$ cat config.mk
export PLATFORM = sky130hd
export DESIGN_NAME = ccil_irq
export DESIGN_NICKNAME = d
export VERILOG_FILES = /design/src/design/ccil_pkg.sv /design/src/design/ccil_irq.sv
export SDC_FILE = /design/constraint.sdc
export NUM_CORES = 1
export LEC_CHECK = 0
export ABC_AREA = 1
export BUFFER_PORTS_ARGS = -buffer_cell sky130_fd_sc_hd__buf_2
export CAP_MARGIN = 20
export CORE_AREA = 2 2 122 124
export CTS_BUF_LIST = sky130_fd_sc_hd__clkbuf_2
export DETAILED_ROUTE_END_ITERATION = 7
export DIE_AREA = 0 0 124 126
export GPL_TIMING_DRIVEN = 0
export PLACE_DENSITY = 0.74
export SYNTH_ARGS = -nofsm -noshare
export SYNTH_HDL_FRONTEND = slang
export SYNTH_SLANG_ARGS = --single-unit
$ cat constraint.sdc
create_clock -name i_clk -period 2.8 [get_ports i_clk]
set_input_delay 0.42 -clock i_clk [delete_from_list [all_inputs] [get_ports i_clk]]
set_output_delay 0.42 -clock i_clk [all_outputs]
set_load 0.02 [all_outputs]
$ cat src/design/ccil_pkg.sv
// Package with register map, field layout, reset values and prescaler constants.
package ccil_pkg;

	// Register offsets within a page; block picks between the overlapping pairs.
	localparam logic [4:0] ADDR_MAIN = 5'h00;
	localparam logic [4:0] ADDR_RT_MODE = 5'h01;
	localparam logic [4:0] ADDR_OUT_MODE = 5'h02;
	localparam logic [4:0] ADDR_TICK_FLAGS = 5'h03;
	localparam logic [4:0] ADDR_PER_EN = 5'h03;
	localparam logic [4:0] ADDR_STEER = 5'h04;
	localparam logic [4:0] ADDR_AP_EN = 5'h04;
	localparam logic [4:0] ADDR_ALARM_BASE = 5'h19;
	localparam int ALARM_BYTES = 6;
	localparam int TICK_FLAGS = 6;

	// Main status bit positions.
	localparam int MS_IRQ = 0;
	localparam int MS_PWR = 1;
	localparam int MS_PER = 2;
	localparam int MS_ALM = 3;
	localparam int MS_TM0 = 4;
	localparam int MS_TM1 = 5;
	localparam int MS_BLOCK = 6;
	localparam int MS_PAGE = 7;

	// Steering bit positions; a one sends the source to the multi-function pin.
	localparam int ST_PWR = 0;
	localparam int ST_PER = 1;
	localparam int ST_ALM = 2;
	localparam int ST_TM0 = 3;
	localparam int ST_TM1 = 4;

	// Enable bit positions beyond the six per-tick and per-byte enables.
	localparam int PE_TM0_EN = 6;
	localparam int PE_TM1_EN = 7;
	localparam int AP_PWR_EN = 6;
	localparam int AP_ALM_EN = 7;

	// Reset values.
	localparam logic [7:0] RST_REG = 8'h00;
	localparam logic [7:0] RST_ALARM = 8'h00;

	// Crystal choices and prescaler figures.
	typedef enum logic [1:0] {
		XTAL_32K = 2'b00,
		XTAL_32K768 = 2'b01,
		XTAL_4M9152 = 2'b10,
		XTAL_4M194304 = 2'b11
	} ccil_xtal_t;

	localparam int XTAL_4M9152_HZ = 4915200;
	localparam int XTAL_4M194304_HZ = 4194304;
	localparam int TICK_32K768_HZ = 32768;
	localparam int TICK_32K_HZ = 32000;
	localparam int TICK_100_HZ = 100;
	localparam logic [7:0] PRE_DIV_4M9 = 8'(XTAL_4M9152_HZ / TICK_32K768_HZ - 1);
	localparam logic [7:0] PRE_DIV_4M1 = 8'(XTAL_4M194304_HZ / TICK_32K768_HZ - 1);
	localparam logic [7:0] PRE_DIV_LOW = 8'h00;
	localparam logic [15:0] ACC_STEP = 16'(TICK_100_HZ);
	localparam logic [15:0] ACC_MOD_32K = 16'(TICK_32K_HZ);
	localparam logic [15:0] ACC_MOD_32K768 = 16'(TICK_32K768_HZ);

	// Output mode register layout.
	typedef struct packed {
		logic [2:0] spare;
		logic mfo_is_irq;
		logic mfo_push_pull;
		logic mfo_act_high;
		logic irq_push_pull;
		logic irq_act_high;
	} ccil_pin_cfg_t;

	// One driven output pin.
	typedef struct packed {
		logic level;
		logic oe;
	} ccil_pin_t;

	typedef logic [ALARM_BYTES-1:0][7:0] ccil_time_bytes_t;

endpackage

$ cat src/design/ccil_irq.sv
// Interrupt logic and digital prescaler of the clock-calendar peripheral.
//
// Contract
// - Divide crystal to 32 kHz, then 100 Hz.
// - Four crystal choices selectable by mode register.
// - A source is enabled only by its bit.
// - Routing bit steers each source to a pin.
// - Output mode sets polarity and drive type.
// - D0 set while either pin is active.
// - D0 counts multi-function pin only when interrupt-configured.
// - D1-D5 set on events; pins need enables.
// - Periodic enables mask D2, never tick flags.
// - Writing one clears D2-D5; zero keeps.
// - Any tick flag access clears all flags.
// - Six tick flags set regardless of enables.
// - Tick flags follow counter rollovers.
// - Periodic enables individual, any combination allowed.
// - One periodic route bit steers all ticks.
// - Write one to D2 cancels periodic interrupt.
// - Pending D2 stays set after enables drop.
// - Alarm fires when all enabled bytes match.
// - Disabled compare byte always matches.
// - Power-fail flag follows signal, ignores clearing.
// - Power-fail steered by route, masked by enable.
// - Power-fail sampling held off during an access.
// - Page and block bits select register set.
//
// Design decision made here: the plain strobed port.
`timescale 1ns/1ns

module ccil_irq (
	input wire logic i_clk,
	input wire logic i_sys_rst,
	input wire logic [4:0] i_addr,
	input wire logic [7:0] i_wdata,
	input wire logic i_wr,
	input wire logic i_rd,
	output logic [7:0] o_rdata,
	input wire logic i_osc_clk,
	output logic o_tick_32k,
	output logic o_tick_100hz,
	input wire logic [ccil_pkg::TICK_FLAGS-1:0] i_rollover_ticks,
	input wire ccil_pkg::ccil_time_bytes_t i_time_bytes,
	input wire logic [1:0] i_timer_events,
	input wire logic i_power_fail_input_n,
	output logic o_general_irq_pin_o,
	output logic o_general_irq_pin_oe,
	output logic o_multi_function_out_pin_o,
	output logic o_multi_function_out_pin_oe
);

	// Software registers.
	logic [7:0] status_q;
	logic [7:0] status_d;
	logic [7:0] rt_mode_q;
	logic [7:0] out_mode_q;
	logic [7:0] per_en_q;
	logic [7:0] steer_q;
	logic [7:0] ap_en_q;
	logic [ccil_pkg::TICK_FLAGS-1:0] tick_flags_q;
	logic [ccil_pkg::TICK_FLAGS-1:0] tick_flags_d;
	logic [7:0] alarm_q [ccil_pkg::ALARM_BYTES];
	logic [7:0] rdata_q;
	logic [7:0] rdata_d;

	// Address decode.
	wire page0 = ~status_q[ccil_pkg::MS_PAGE];
	wire blk1 = status_q[ccil_pkg::MS_BLOCK];
	wire at_main = (i_addr == ccil_pkg::ADDR_MAIN);
	wire sel_rt_mode = page0 & blk1 & (i_addr == ccil_pkg::ADDR_RT_MODE);
	wire sel_out_mode = page0 & blk1 & (i_addr == ccil_pkg::ADDR_OUT_MODE);
	wire sel_per_en = page0 & blk1 & (i_addr == ccil_pkg::ADDR_PER_EN);
	wire sel_ap_en = page0 & blk1 & (i_addr == ccil_pkg::ADDR_AP_EN);
	wire sel_flags = page0 & ~blk1 & (i_addr == ccil_pkg::ADDR_TICK_FLAGS);
	wire sel_steer = page0 & ~blk1 & (i_addr == ccil_pkg::ADDR_STEER);
	wire [4:0] alarm_off = i_addr - ccil_pkg::ADDR_ALARM_BASE;
	wire sel_alarm = page0 & ~blk1 & (i_addr >= ccil_pkg::ADDR_ALARM_BASE)
		& (alarm_off < 5'(ccil_pkg::ALARM_BYTES));
	wire bus_busy = i_wr | i_rd;

	// Oscillator pin and power-fail pin synchronisers.
	logic osc_s1_q;
	logic osc_s2_q;
	logic osc_s3_q;
	logic pf_s1_q;
	logic pf_s2_q;
	logic pf_q;

	always_ff @(posedge i_clk) begin
		if (i_sys_rst) begin
			osc_s1_q <= 1'b0;
			osc_s2_q <= 1'b0;
			osc_s3_q <= 1'b0;
		end else begin
			osc_s1_q <= i_osc_clk;
			osc_s2_q <= osc_s1_q;
			osc_s3_q <= osc_s2_q;
		end
	end

	// The pin idles high, so both stages reset high to avoid a false failure after reset.
	always_ff @(posedge i_clk) begin
		if (i_sys_rst) begin
			pf_s1_q <= 1'b1;
			pf_s2_q <= 1'b1;
		end else begin
			pf_s1_q <= i_power_fail_input_n;
			pf_s2_q <= pf_s1_q;
		end
	end

	wire osc_edge = osc_s2_q & ~osc_s3_q;

	// Prescaler: first stage to the 32 kHz tick, then a phase accumulator to 100 Hz.
	// The accumulator keeps the 32.768 kHz case exact on average with no fractional divider.
	ccil_pkg::ccil_xtal_t xtal_sel;
	assign xtal_sel = ccil_pkg::ccil_xtal_t'(rt_mode_q[1:0]);
	logic [7:0] pre_cnt_q;
	logic [7:0] pre_div;
	logic [15:0] acc_q;
	logic [15:0] acc_mod;

	always_comb begin
		unique case (xtal_sel)
			ccil_pkg::XTAL_32K: begin
				pre_div = ccil_pkg::PRE_DIV_LOW;
				acc_mod = ccil_pkg::ACC_MOD_32K;
			end
			ccil_pkg::XTAL_32K768: begin
				pre_div = ccil_pkg::PRE_DIV_LOW;
				acc_mod = ccil_pkg::ACC_MOD_32K768;
			end
			ccil_pkg::XTAL_4M9152: begin
				pre_div = ccil_pkg::PRE_DIV_4M9;
				acc_mod = ccil_pkg::ACC_MOD_32K768;
			end
			ccil_pkg::XTAL_4M194304: begin
				pre_div = ccil_pkg::PRE_DIV_4M1;
				acc_mod = ccil_pkg::ACC_MOD_32K768;
			end
		endcase
	end

	wire tick32 = osc_edge & (pre_cnt_q >= pre_div);
	wire [15:0] acc_sum = acc_q + ccil_pkg::ACC_STEP;
	wire tick100 = tick32 & (acc_sum >= acc_mod);

	always_ff @(posedge i_clk) begin
		if (i_sys_rst)
			pre_cnt_q <= 8'h00;
		else if (osc_edge)
			pre_cnt_q <= tick32 ? 8'h00 : pre_cnt_q + 8'h01;
	end

	always_ff @(posedge i_clk) begin
		if (i_sys_rst)
			acc_q <= 16'h0000;
		else if (tick32)
			acc_q <= tick100 ? acc_sum - acc_mod : acc_sum;
	end

	always_ff @(posedge i_clk) begin
		if (i_sys_rst) begin
			o_tick_32k <= 1'b0;
			o_tick_100hz <= 1'b0;
		end else begin
			o_tick_32k <= tick32;
			o_tick_100hz <= tick100;
		end
	end

	logic [ccil_pkg::ALARM_BYTES-1:0] byte_eq;
	genvar gi;
	generate
		for (gi = 0; gi < ccil_pkg::ALARM_BYTES; gi++) begin : g_cmp
			assign byte_eq[gi] = ~ap_en_q[gi] | (i_time_bytes[gi] == alarm_q[gi]);
			always_ff @(posedge i_clk) begin
				if (i_sys_rst)
					alarm_q[gi] <= ccil_pkg::RST_ALARM;
				else if (i_wr & sel_alarm & (alarm_off == 5'(gi)))
					alarm_q[gi] <= i_wdata;
			end
		end
	endgenerate

	// all enabled bytes match; only the onset fires, so a clear sticks.
	logic match_q;
	wire alarm_hit = (&byte_eq) & ~match_q;

	always_ff @(posedge i_clk) begin
		if (i_sys_rst)
			match_q <= 1'b1;
		else
			match_q <= &byte_eq;
	end

	// power-fail sampled only when no access.
	always_ff @(posedge i_clk) begin
		if (i_sys_rst)
			pf_q <= 1'b0;
		else if (!bus_busy)
			pf_q <= ~pf_s2_q;
	end

	// any access clears all; a tick in that cycle still sets.
	wire flags_access = bus_busy & sel_flags;
	assign tick_flags_d = (flags_access ? '0 : tick_flags_q) | i_rollover_ticks;

	// enables gate only the summary periodic bit.
	wire per_event = |(i_rollover_ticks & per_en_q[ccil_pkg::TICK_FLAGS-1:0]);
	wire main_wr = i_wr & at_main;
	wire [7:0] w1c = main_wr ? i_wdata : 8'h00;

	// Status next value: set wins over a write-one clear.
	always_comb begin
		status_d = status_q;
		status_d[ccil_pkg::MS_TM1:ccil_pkg::MS_PER] = status_q[ccil_pkg::MS_TM1:ccil_pkg::MS_PER]
			& ~w1c[ccil_pkg::MS_TM1:ccil_pkg::MS_PER];
		if (per_event)
			status_d[ccil_pkg::MS_PER] = 1'b1;
		if (alarm_hit)
			status_d[ccil_pkg::MS_ALM] = 1'b1;
		if (i_timer_events[0])
			status_d[ccil_pkg::MS_TM0] = 1'b1;
		if (i_timer_events[1])
			status_d[ccil_pkg::MS_TM1] = 1'b1;
		status_d[ccil_pkg::MS_PWR] = pf_q;
		if (main_wr) begin
			status_d[ccil_pkg::MS_BLOCK] = i_wdata[ccil_pkg::MS_BLOCK];
			status_d[ccil_pkg::MS_PAGE] = i_wdata[ccil_pkg::MS_PAGE];
		end
		status_d[ccil_pkg::MS_IRQ] = 1'b0;
	end

	// Source pending terms, each gated by its enable except the periodic term.
	// enable bits gate pins.
	// D2 asserts while pending, enables aside.
	wire src_pwr = status_q[ccil_pkg::MS_PWR] & ap_en_q[ccil_pkg::AP_PWR_EN];
	wire src_per = status_q[ccil_pkg::MS_PER];
	wire src_alm = status_q[ccil_pkg::MS_ALM] & ap_en_q[ccil_pkg::AP_ALM_EN];
	wire src_tm0 = status_q[ccil_pkg::MS_TM0] & per_en_q[ccil_pkg::PE_TM0_EN];
	wire src_tm1 = status_q[ccil_pkg::MS_TM1] & per_en_q[ccil_pkg::PE_TM1_EN];
	wire [4:0] srcs = {src_tm1, src_tm0, src_alm, src_per, src_pwr};
	wire [4:0] to_mfo = {steer_q[ccil_pkg::ST_TM1], steer_q[ccil_pkg::ST_TM0],
		steer_q[ccil_pkg::ST_ALM], steer_q[ccil_pkg::ST_PER], steer_q[ccil_pkg::ST_PWR]};

	ccil_pkg::ccil_pin_cfg_t pin_cfg;
	assign pin_cfg = ccil_pkg::ccil_pin_cfg_t'(out_mode_q);
	wire irq_act = |(srcs & ~to_mfo);
	wire mfo_act = (|(srcs & to_mfo)) & pin_cfg.mfo_is_irq;

	// multi-function pin counted only if interrupt-configured.
	wire summary = irq_act | mfo_act;

	// polarity and drive type; open drain only ever pulls low.
	ccil_pkg::ccil_pin_t irq_pin_d;
	ccil_pkg::ccil_pin_t mfo_pin_d;
	ccil_pkg::ccil_pin_t irq_pin_q;
	ccil_pkg::ccil_pin_t mfo_pin_q;
	wire irq_lvl = irq_act ~^ pin_cfg.irq_act_high;
	wire mfo_lvl = mfo_act ~^ pin_cfg.mfo_act_high;
	assign irq_pin_d = '{level: irq_lvl, oe: pin_cfg.irq_push_pull | ~irq_lvl};
	assign mfo_pin_d = '{level: mfo_lvl, oe: pin_cfg.mfo_push_pull | ~mfo_lvl};

	// Read mux; main status reads on every page, other reads outside page 0 registers return zero.
	always_comb begin
		rdata_d = 8'h00;
		if (at_main)
			rdata_d = {status_q[7:1], summary};
		else if (sel_rt_mode)
			rdata_d = rt_mode_q;
		else if (sel_out_mode)
			rdata_d = out_mode_q;
		else if (sel_per_en)
			rdata_d = per_en_q;
		else if (sel_ap_en)
			rdata_d = ap_en_q;
		else if (sel_flags)
			rdata_d = {2'b00, tick_flags_q};
		else if (sel_steer)
			rdata_d = steer_q;
		else if (sel_alarm)
			rdata_d = alarm_q[alarm_off[2:0]];
	end

	always_ff @(posedge i_clk) begin
		if (i_sys_rst)
			status_q <= ccil_pkg::RST_REG;
		else
			status_q <= status_d;
	end

	always_ff @(posedge i_clk) begin
		if (i_sys_rst)
			tick_flags_q <= '0;
		else
			tick_flags_q <= tick_flags_d;
	end

	always_ff @(posedge i_clk) begin
		if (i_sys_rst)
			rdata_q <= 8'h00;
		else
			rdata_q <= i_rd ? rdata_d : 8'h00;
	end

	always_ff @(posedge i_clk) begin
		if (i_sys_rst)
			rt_mode_q <= ccil_pkg::RST_REG;
		else if (i_wr & sel_rt_mode)
			rt_mode_q <= i_wdata;
	end

	always_ff @(posedge i_clk) begin
		if (i_sys_rst)
			out_mode_q <= ccil_pkg::RST_REG;
		else if (i_wr & sel_out_mode)
			out_mode_q <= i_wdata;
	end

	always_ff @(posedge i_clk) begin
		if (i_sys_rst)
			per_en_q <= ccil_pkg::RST_REG;
		else if (i_wr & sel_per_en)
			per_en_q <= i_wdata;
	end

	always_ff @(posedge i_clk) begin
		if (i_sys_rst)
			ap_en_q <= ccil_pkg::RST_REG;
		else if (i_wr & sel_ap_en)
			ap_en_q <= i_wdata;
	end

	always_ff @(posedge i_clk) begin
		if (i_sys_rst)
			steer_q <= ccil_pkg::RST_REG;
		else if (i_wr & sel_steer)
			steer_q <= i_wdata;
	end

	// Pins are registered so they never glitch while the sources settle.
	always_ff @(posedge i_clk) begin
		if (i_sys_rst)
			irq_pin_q <= '{level: 1'b0, oe: 1'b0};
		else
			irq_pin_q <= irq_pin_d;
	end

	always_ff @(posedge i_clk) begin
		if (i_sys_rst)
			mfo_pin_q <= '{level: 1'b0, oe: 1'b0};
		else
			mfo_pin_q <= mfo_pin_d;
	end

	assign o_rdata = rdata_q;
	assign o_general_irq_pin_o = irq_pin_q.level;
	assign o_general_irq_pin_oe = irq_pin_q.oe;
	assign o_multi_function_out_pin_o = mfo_pin_q.level;
	assign o_multi_function_out_pin_oe = mfo_pin_q.oe;

endmodule

==> out/summary.txt <==
FLOORPLANNING
-----------------------------------------------------------------------------------------------------
Floorplan die area                                                                          15600 µm²
I/O pin count                                                                                      89
Overall die height                                                                             126 µm
Starting density of the core                                                                    0.542
Placeable Area                                                                              14300 µm²
Die width                                                                                      124 µm
Placement Rows                                                                                     44

SETUP PATH
-----------------------------------------------------------------------------------------------------
Master of the slowest instance on the critical path                                      sky130_fd_sc_hd__dfxtp_4
Worst Setup Start Kind                                                                       register
Reg-to-reg critical path startpoint                                                      acc_q[2]$_SDFFE_PP0N_
Critical path endpoint category                                                              register
Critical Path, Cell by Cell                                                              nand3_1 -> nand3_2 -> nand3_4 -> nor3_2 -> xor2_1 -> inv_1 -> ha_1 -> a21oi_2 -> o21ai_1 -> nor2_2 -> nand2_4 -> inv_4 -> nand2_1 -> nand3_1 -> nand2_1 -> inv_1
Critical path's largest stage delay                                                           0.43 ns
Data arrival at the endpoint of the critical path                                             3.34 ns
Critical path class                                                                        reg -> reg
CP required                                                                                   3.52 ns
Crit Path Max Fanout                                                                                7
Critical Path Start                                                                      acc_q[2]$_SDFFE_PP0N_

CELLS AND AREA
-----------------------------------------------------------------------------------------------------
Most common cell after layout, fill and taps aside                                       sky130_fd_sc_hd__nand2_1
Highest-count cells in the layout ignoring fill and taps                                 sky130_fd_sc_hd__nand2_1 (181), sky130_fd_sc_hd__nor2_1 (139), sky130_fd_sc_hd__inv_1 (103)
Area of all placed cells without fillers                                                     9000 µm²
Storage cell area                                                                            3370 µm²
Nets                                                                                             1249
Area taken by multi-input logic gates                                                        3930 µm²
Synthesis-to-layout area growth                                                                 15.9%
Fraction of final layout cells sized beyond drive strength 1                                    0.169
Total of fill cells in the finished design                                                       1271

POWER
-----------------------------------------------------------------------------------------------------
Power share of the combinational group                                                          0.120
Standby leakage power                                                                         4.01 nW
Net switching share of the total power                                                          0.285
P_int                                                                                         2.79 mW
Clock power frac                                                                                0.305
PD cells                                                                                   434 nW/µm²
Peak VDD IR                                                                                  0.296 mV
Sw power                                                                                      1.11 mW
Seq pwr share                                                                                   0.575
Design Power                                                                                  3.90 mW

CLOCK TREE
-----------------------------------------------------------------------------------------------------
Count of H-tree levels built during CTS                                                             4
Master cell of the clock root buffer                                                     sky130_fd_sc_hd__clkbuf_2
Clock latency reported for the late side of the worst-skew pair                               0.77 ns
Clock net sink count                                                                              144
Clock transition at path regs                                                                 0.21 ns
Clock tree from TritonCTS                                                                       built
TritonCTS buffer count                                                                             17
Number of buffers between clock root and the deepest sink                                           2

ROUTE
-----------------------------------------------------------------------------------------------------
Post-DRT Antenna Nets                                                                               0
Number of iterations in the first detailed-routing pass                                             8
Final wirelength                                                                             21200 µm
Via-to-Cell Ratio                                                                                5.47
DRC violations left                                                                                 1
Routed length per instance                                                                    15.7 µm
Total number of vias                                                                             7370
DRT iter0 DRCs                                                                                    787

SYNTH
-----------------------------------------------------------------------------------------------------
Post-synthesis share of cell area spent on full adders, half adders and majority gates         0.0371
Synth cell types                                                                                   42
#FFs+latches synth                                                                                144
Mux contribution to synthesized area                                                                0
Area fraction in and, or, nand and nor cells after synthesis                                    0.261
Sequential cell area fraction in the yosys report                                               0.433
Top FF cell, synth                                                                       sky130_fd_sc_hd__dfxtp_1
Yosys warning count                                                                                 0
Post-synthesis compound-gate area fraction                                                      0.143
Synthesized netlist net count                                                                    1118
Average instance area after synthesis                                                        7.61 µm²
Number of enable-type register cells in the synthesized netlist                                    48
Netlist area before placement                                                                7760 µm²
Count of mapped cells out of synthesis                                                           1020
Synth Area in XOR/XNOR                                                                         0.0519
Async SR Flop Fraction                                                                              0
Largest family of logic cells by synthesized area                                        simple AND/OR/NAND/NOR gates

GRT
-----------------------------------------------------------------------------------------------------
Antenna violations before repair                                                                    1
Total Routing Usage GR                                                                          0.279
First-pass GRT wire length                                                                   33200 µm
Overflow left after global routing                                                                  0
Pin count of the biggest net entering global routing                                               17
Number of global-route vias before repair                                                        6585

STA
-----------------------------------------------------------------------------------------------------
Hold violation count in the final report                                                            0
Sum of negative setup slack                                                                      0 ns
Actual slew at the worst max-slew pin                                                        0.839 ns
FMAX                                                                                          383 MHz
Number of endpoints failing setup at the final stage                                                0
Post-route minimum period                                                                     2.61 ns
Post-layout worst setup margin                                                               0.186 ns
Clock Skew                                                                                  0.0479 ns
Number of slew-limit violations in the final report                                                 0
Final Cycle Share                                                                               0.933
Max-slew headroom at the worst pin                                                              0.440

HOLD PATH
-----------------------------------------------------------------------------------------------------
Worst Min Path Start                                                                             i_wr
Type of the most critical hold path                                                         in -> reg

PLACED DESIGN
-----------------------------------------------------------------------------------------------------
Detail Placement HPWL                                                                        15700 µm
Weighted congestion at the end of routability-driven global placement                           0.990
Placed Area                                                                                  8430 µm²
Worst Setup Slack post-DPL                                                                  -0.822 ns
Quantity of I/O buffers inserted on ports                                                          87

OUTCOME
-----------------------------------------------------------------------------------------------------
Status                                                                                   complete, but fails checks
Violations in the final reports                                                          design-rule violations

RUN
-----------------------------------------------------------------------------------------------------
Number of maximum-capacitance constraint violations                                                 0

==> critical path, delay by kind of cell (launching register included) <==
kind            cells  cell delay (ns)
compound gates      2             0.27
buf+inv             3             0.22
fa+ha+maj           1             0.36
xor+xnor            1             0.21
flops               1             0.43
simple gates        9             1.09
==> layout make-up <==
| type | instances | area share |
|---|---|---|
| multi-input cells | 733 | 0.437 |
| flip-flops and latches | 144 | 0.375 |
| repair buffers | 111 | 0.0737 |
| inverters | 114 | 0.0480 |
| well taps | 184 | 0.0256 |
| plain buffers | 30 | 0.0157 |
| clock inverters | 14 | 0.0156 |
| clock buffers | 17 | 0.00946 |
| diodes | 1 | 0.000278 |
==> path summary, 6_finish.rpt <==
kind / endpoint / slack (ns) / depth (start not counted)
max: acc_q[11]$_SDFFE_PP0N_ / 0.19 / 16
min: pf_q$_SDFFE_PP0P_ / 0.1 / 3
max reg2reg: acc_q[11]$_SDFFE_PP0N_ / 0.19 / 16
min reg2reg: pf_s2_q$_SDFF_PP1_ / 0.41 / 1
==> flip-flops by register name (all words and copies together) (netlist names), 6 cells and up <==
register / cells
alarm_q: 48
acc_q: 14
ap_en_q: 8
o_rdata: 8
out_mode_q: 8
per_en_q: 8
pre_cnt_q: 8
rt_mode_q: 8
steer_q: 8
status_q: 7
tick_flags_q: 6
==> stage by stage <==
stage,hold slack [ns],cells,util
CTS,0.0762,1343,0.619
floorplan,0.383,1020,-
finish,0.0959,1348,0.628
global placement,0.389,1291,0.589
detailed placement,0.395,1291,0.589
global route,0.0894,1348,0.628
==> cell usage after synthesis, types with 4 or more instances <==
cell type | number | share of area
sky130_fd_sc_hd__a21oi_1 | 98 | 0.063
sky130_fd_sc_hd__buf_2 | 5 | 0.0032
sky130_fd_sc_hd__buf_4 | 6 | 0.0058
sky130_fd_sc_hd__clkbuf_1 | 19 | 0.0092
sky130_fd_sc_hd__clkinv_1 | 6 | 0.0029
sky130_fd_sc_hd__dfxtp_1 | 96 | 0.25
sky130_fd_sc_hd__edfxtp_1 | 48 | 0.19
sky130_fd_sc_hd__ha_1 | 23 | 0.037
sky130_fd_sc_hd__inv_1 | 104 | 0.050
sky130_fd_sc_hd__nand2_1 | 182 | 0.088
sky130_fd_sc_hd__nand3_1 | 58 | 0.037
sky130_fd_sc_hd__nand3_2 | 6 | 0.0077
sky130_fd_sc_hd__nand4_1 | 20 | 0.016
sky130_fd_sc_hd__nor2_1 | 144 | 0.070
sky130_fd_sc_hd__nor2_4 | 4 | 0.0058
sky130_fd_sc_hd__nor3_1 | 5 | 0.0032
sky130_fd_sc_hd__o211ai_1 | 5 | 0.0048
sky130_fd_sc_hd__o21ai_0 | 92 | 0.059
sky130_fd_sc_hd__o22ai_1 | 4 | 0.0032
sky130_fd_sc_hd__or2_2 | 17 | 0.014
sky130_fd_sc_hd__xnor2_1 | 24 | 0.027
sky130_fd_sc_hd__xor2_1 | 22 | 0.025
==> what timing repair did <==
action | in CTS | in global routing
pin swaps | 4 | 10
setup buffers | 0 | 3
resized for setup | 5 | 29
cloned | 1 | 0
hold buffers | 20 | 0
hold endpoints to repair | 22 | 0
endpoints found under the setup margin | 15 | 10
==> power by group through the flow <==
stage               Sequential (mW)  Combinational [mW]  Clock (mW)
floorplan                      2.28               0.270           0
global placement               2.28               0.425           0
detailed placement             2.29               0.433           0
CTS                            2.24               0.457        1.18
global route                   2.25               0.518        1.28
finish                         2.24               0.469        1.19
==> logic make-up after synthesis <==
logic type | Yosys count
fa+ha+maj | 23
flops | 144
compound gates | 211
xor+xnor | 46
buf+inv | 144
simple gates | 452
==> layer usage <==
metal  vias to the layer above  wire [µm]  track usage
li1                       3643          -            -
met1                      3398       8790        0.353
met2                       285      10200        0.469
met3                        44       1600       0.0548
met4                         0        601        0.105
met5                         -          0            0
No activity file was read; power rests on OpenSTA's default activity.
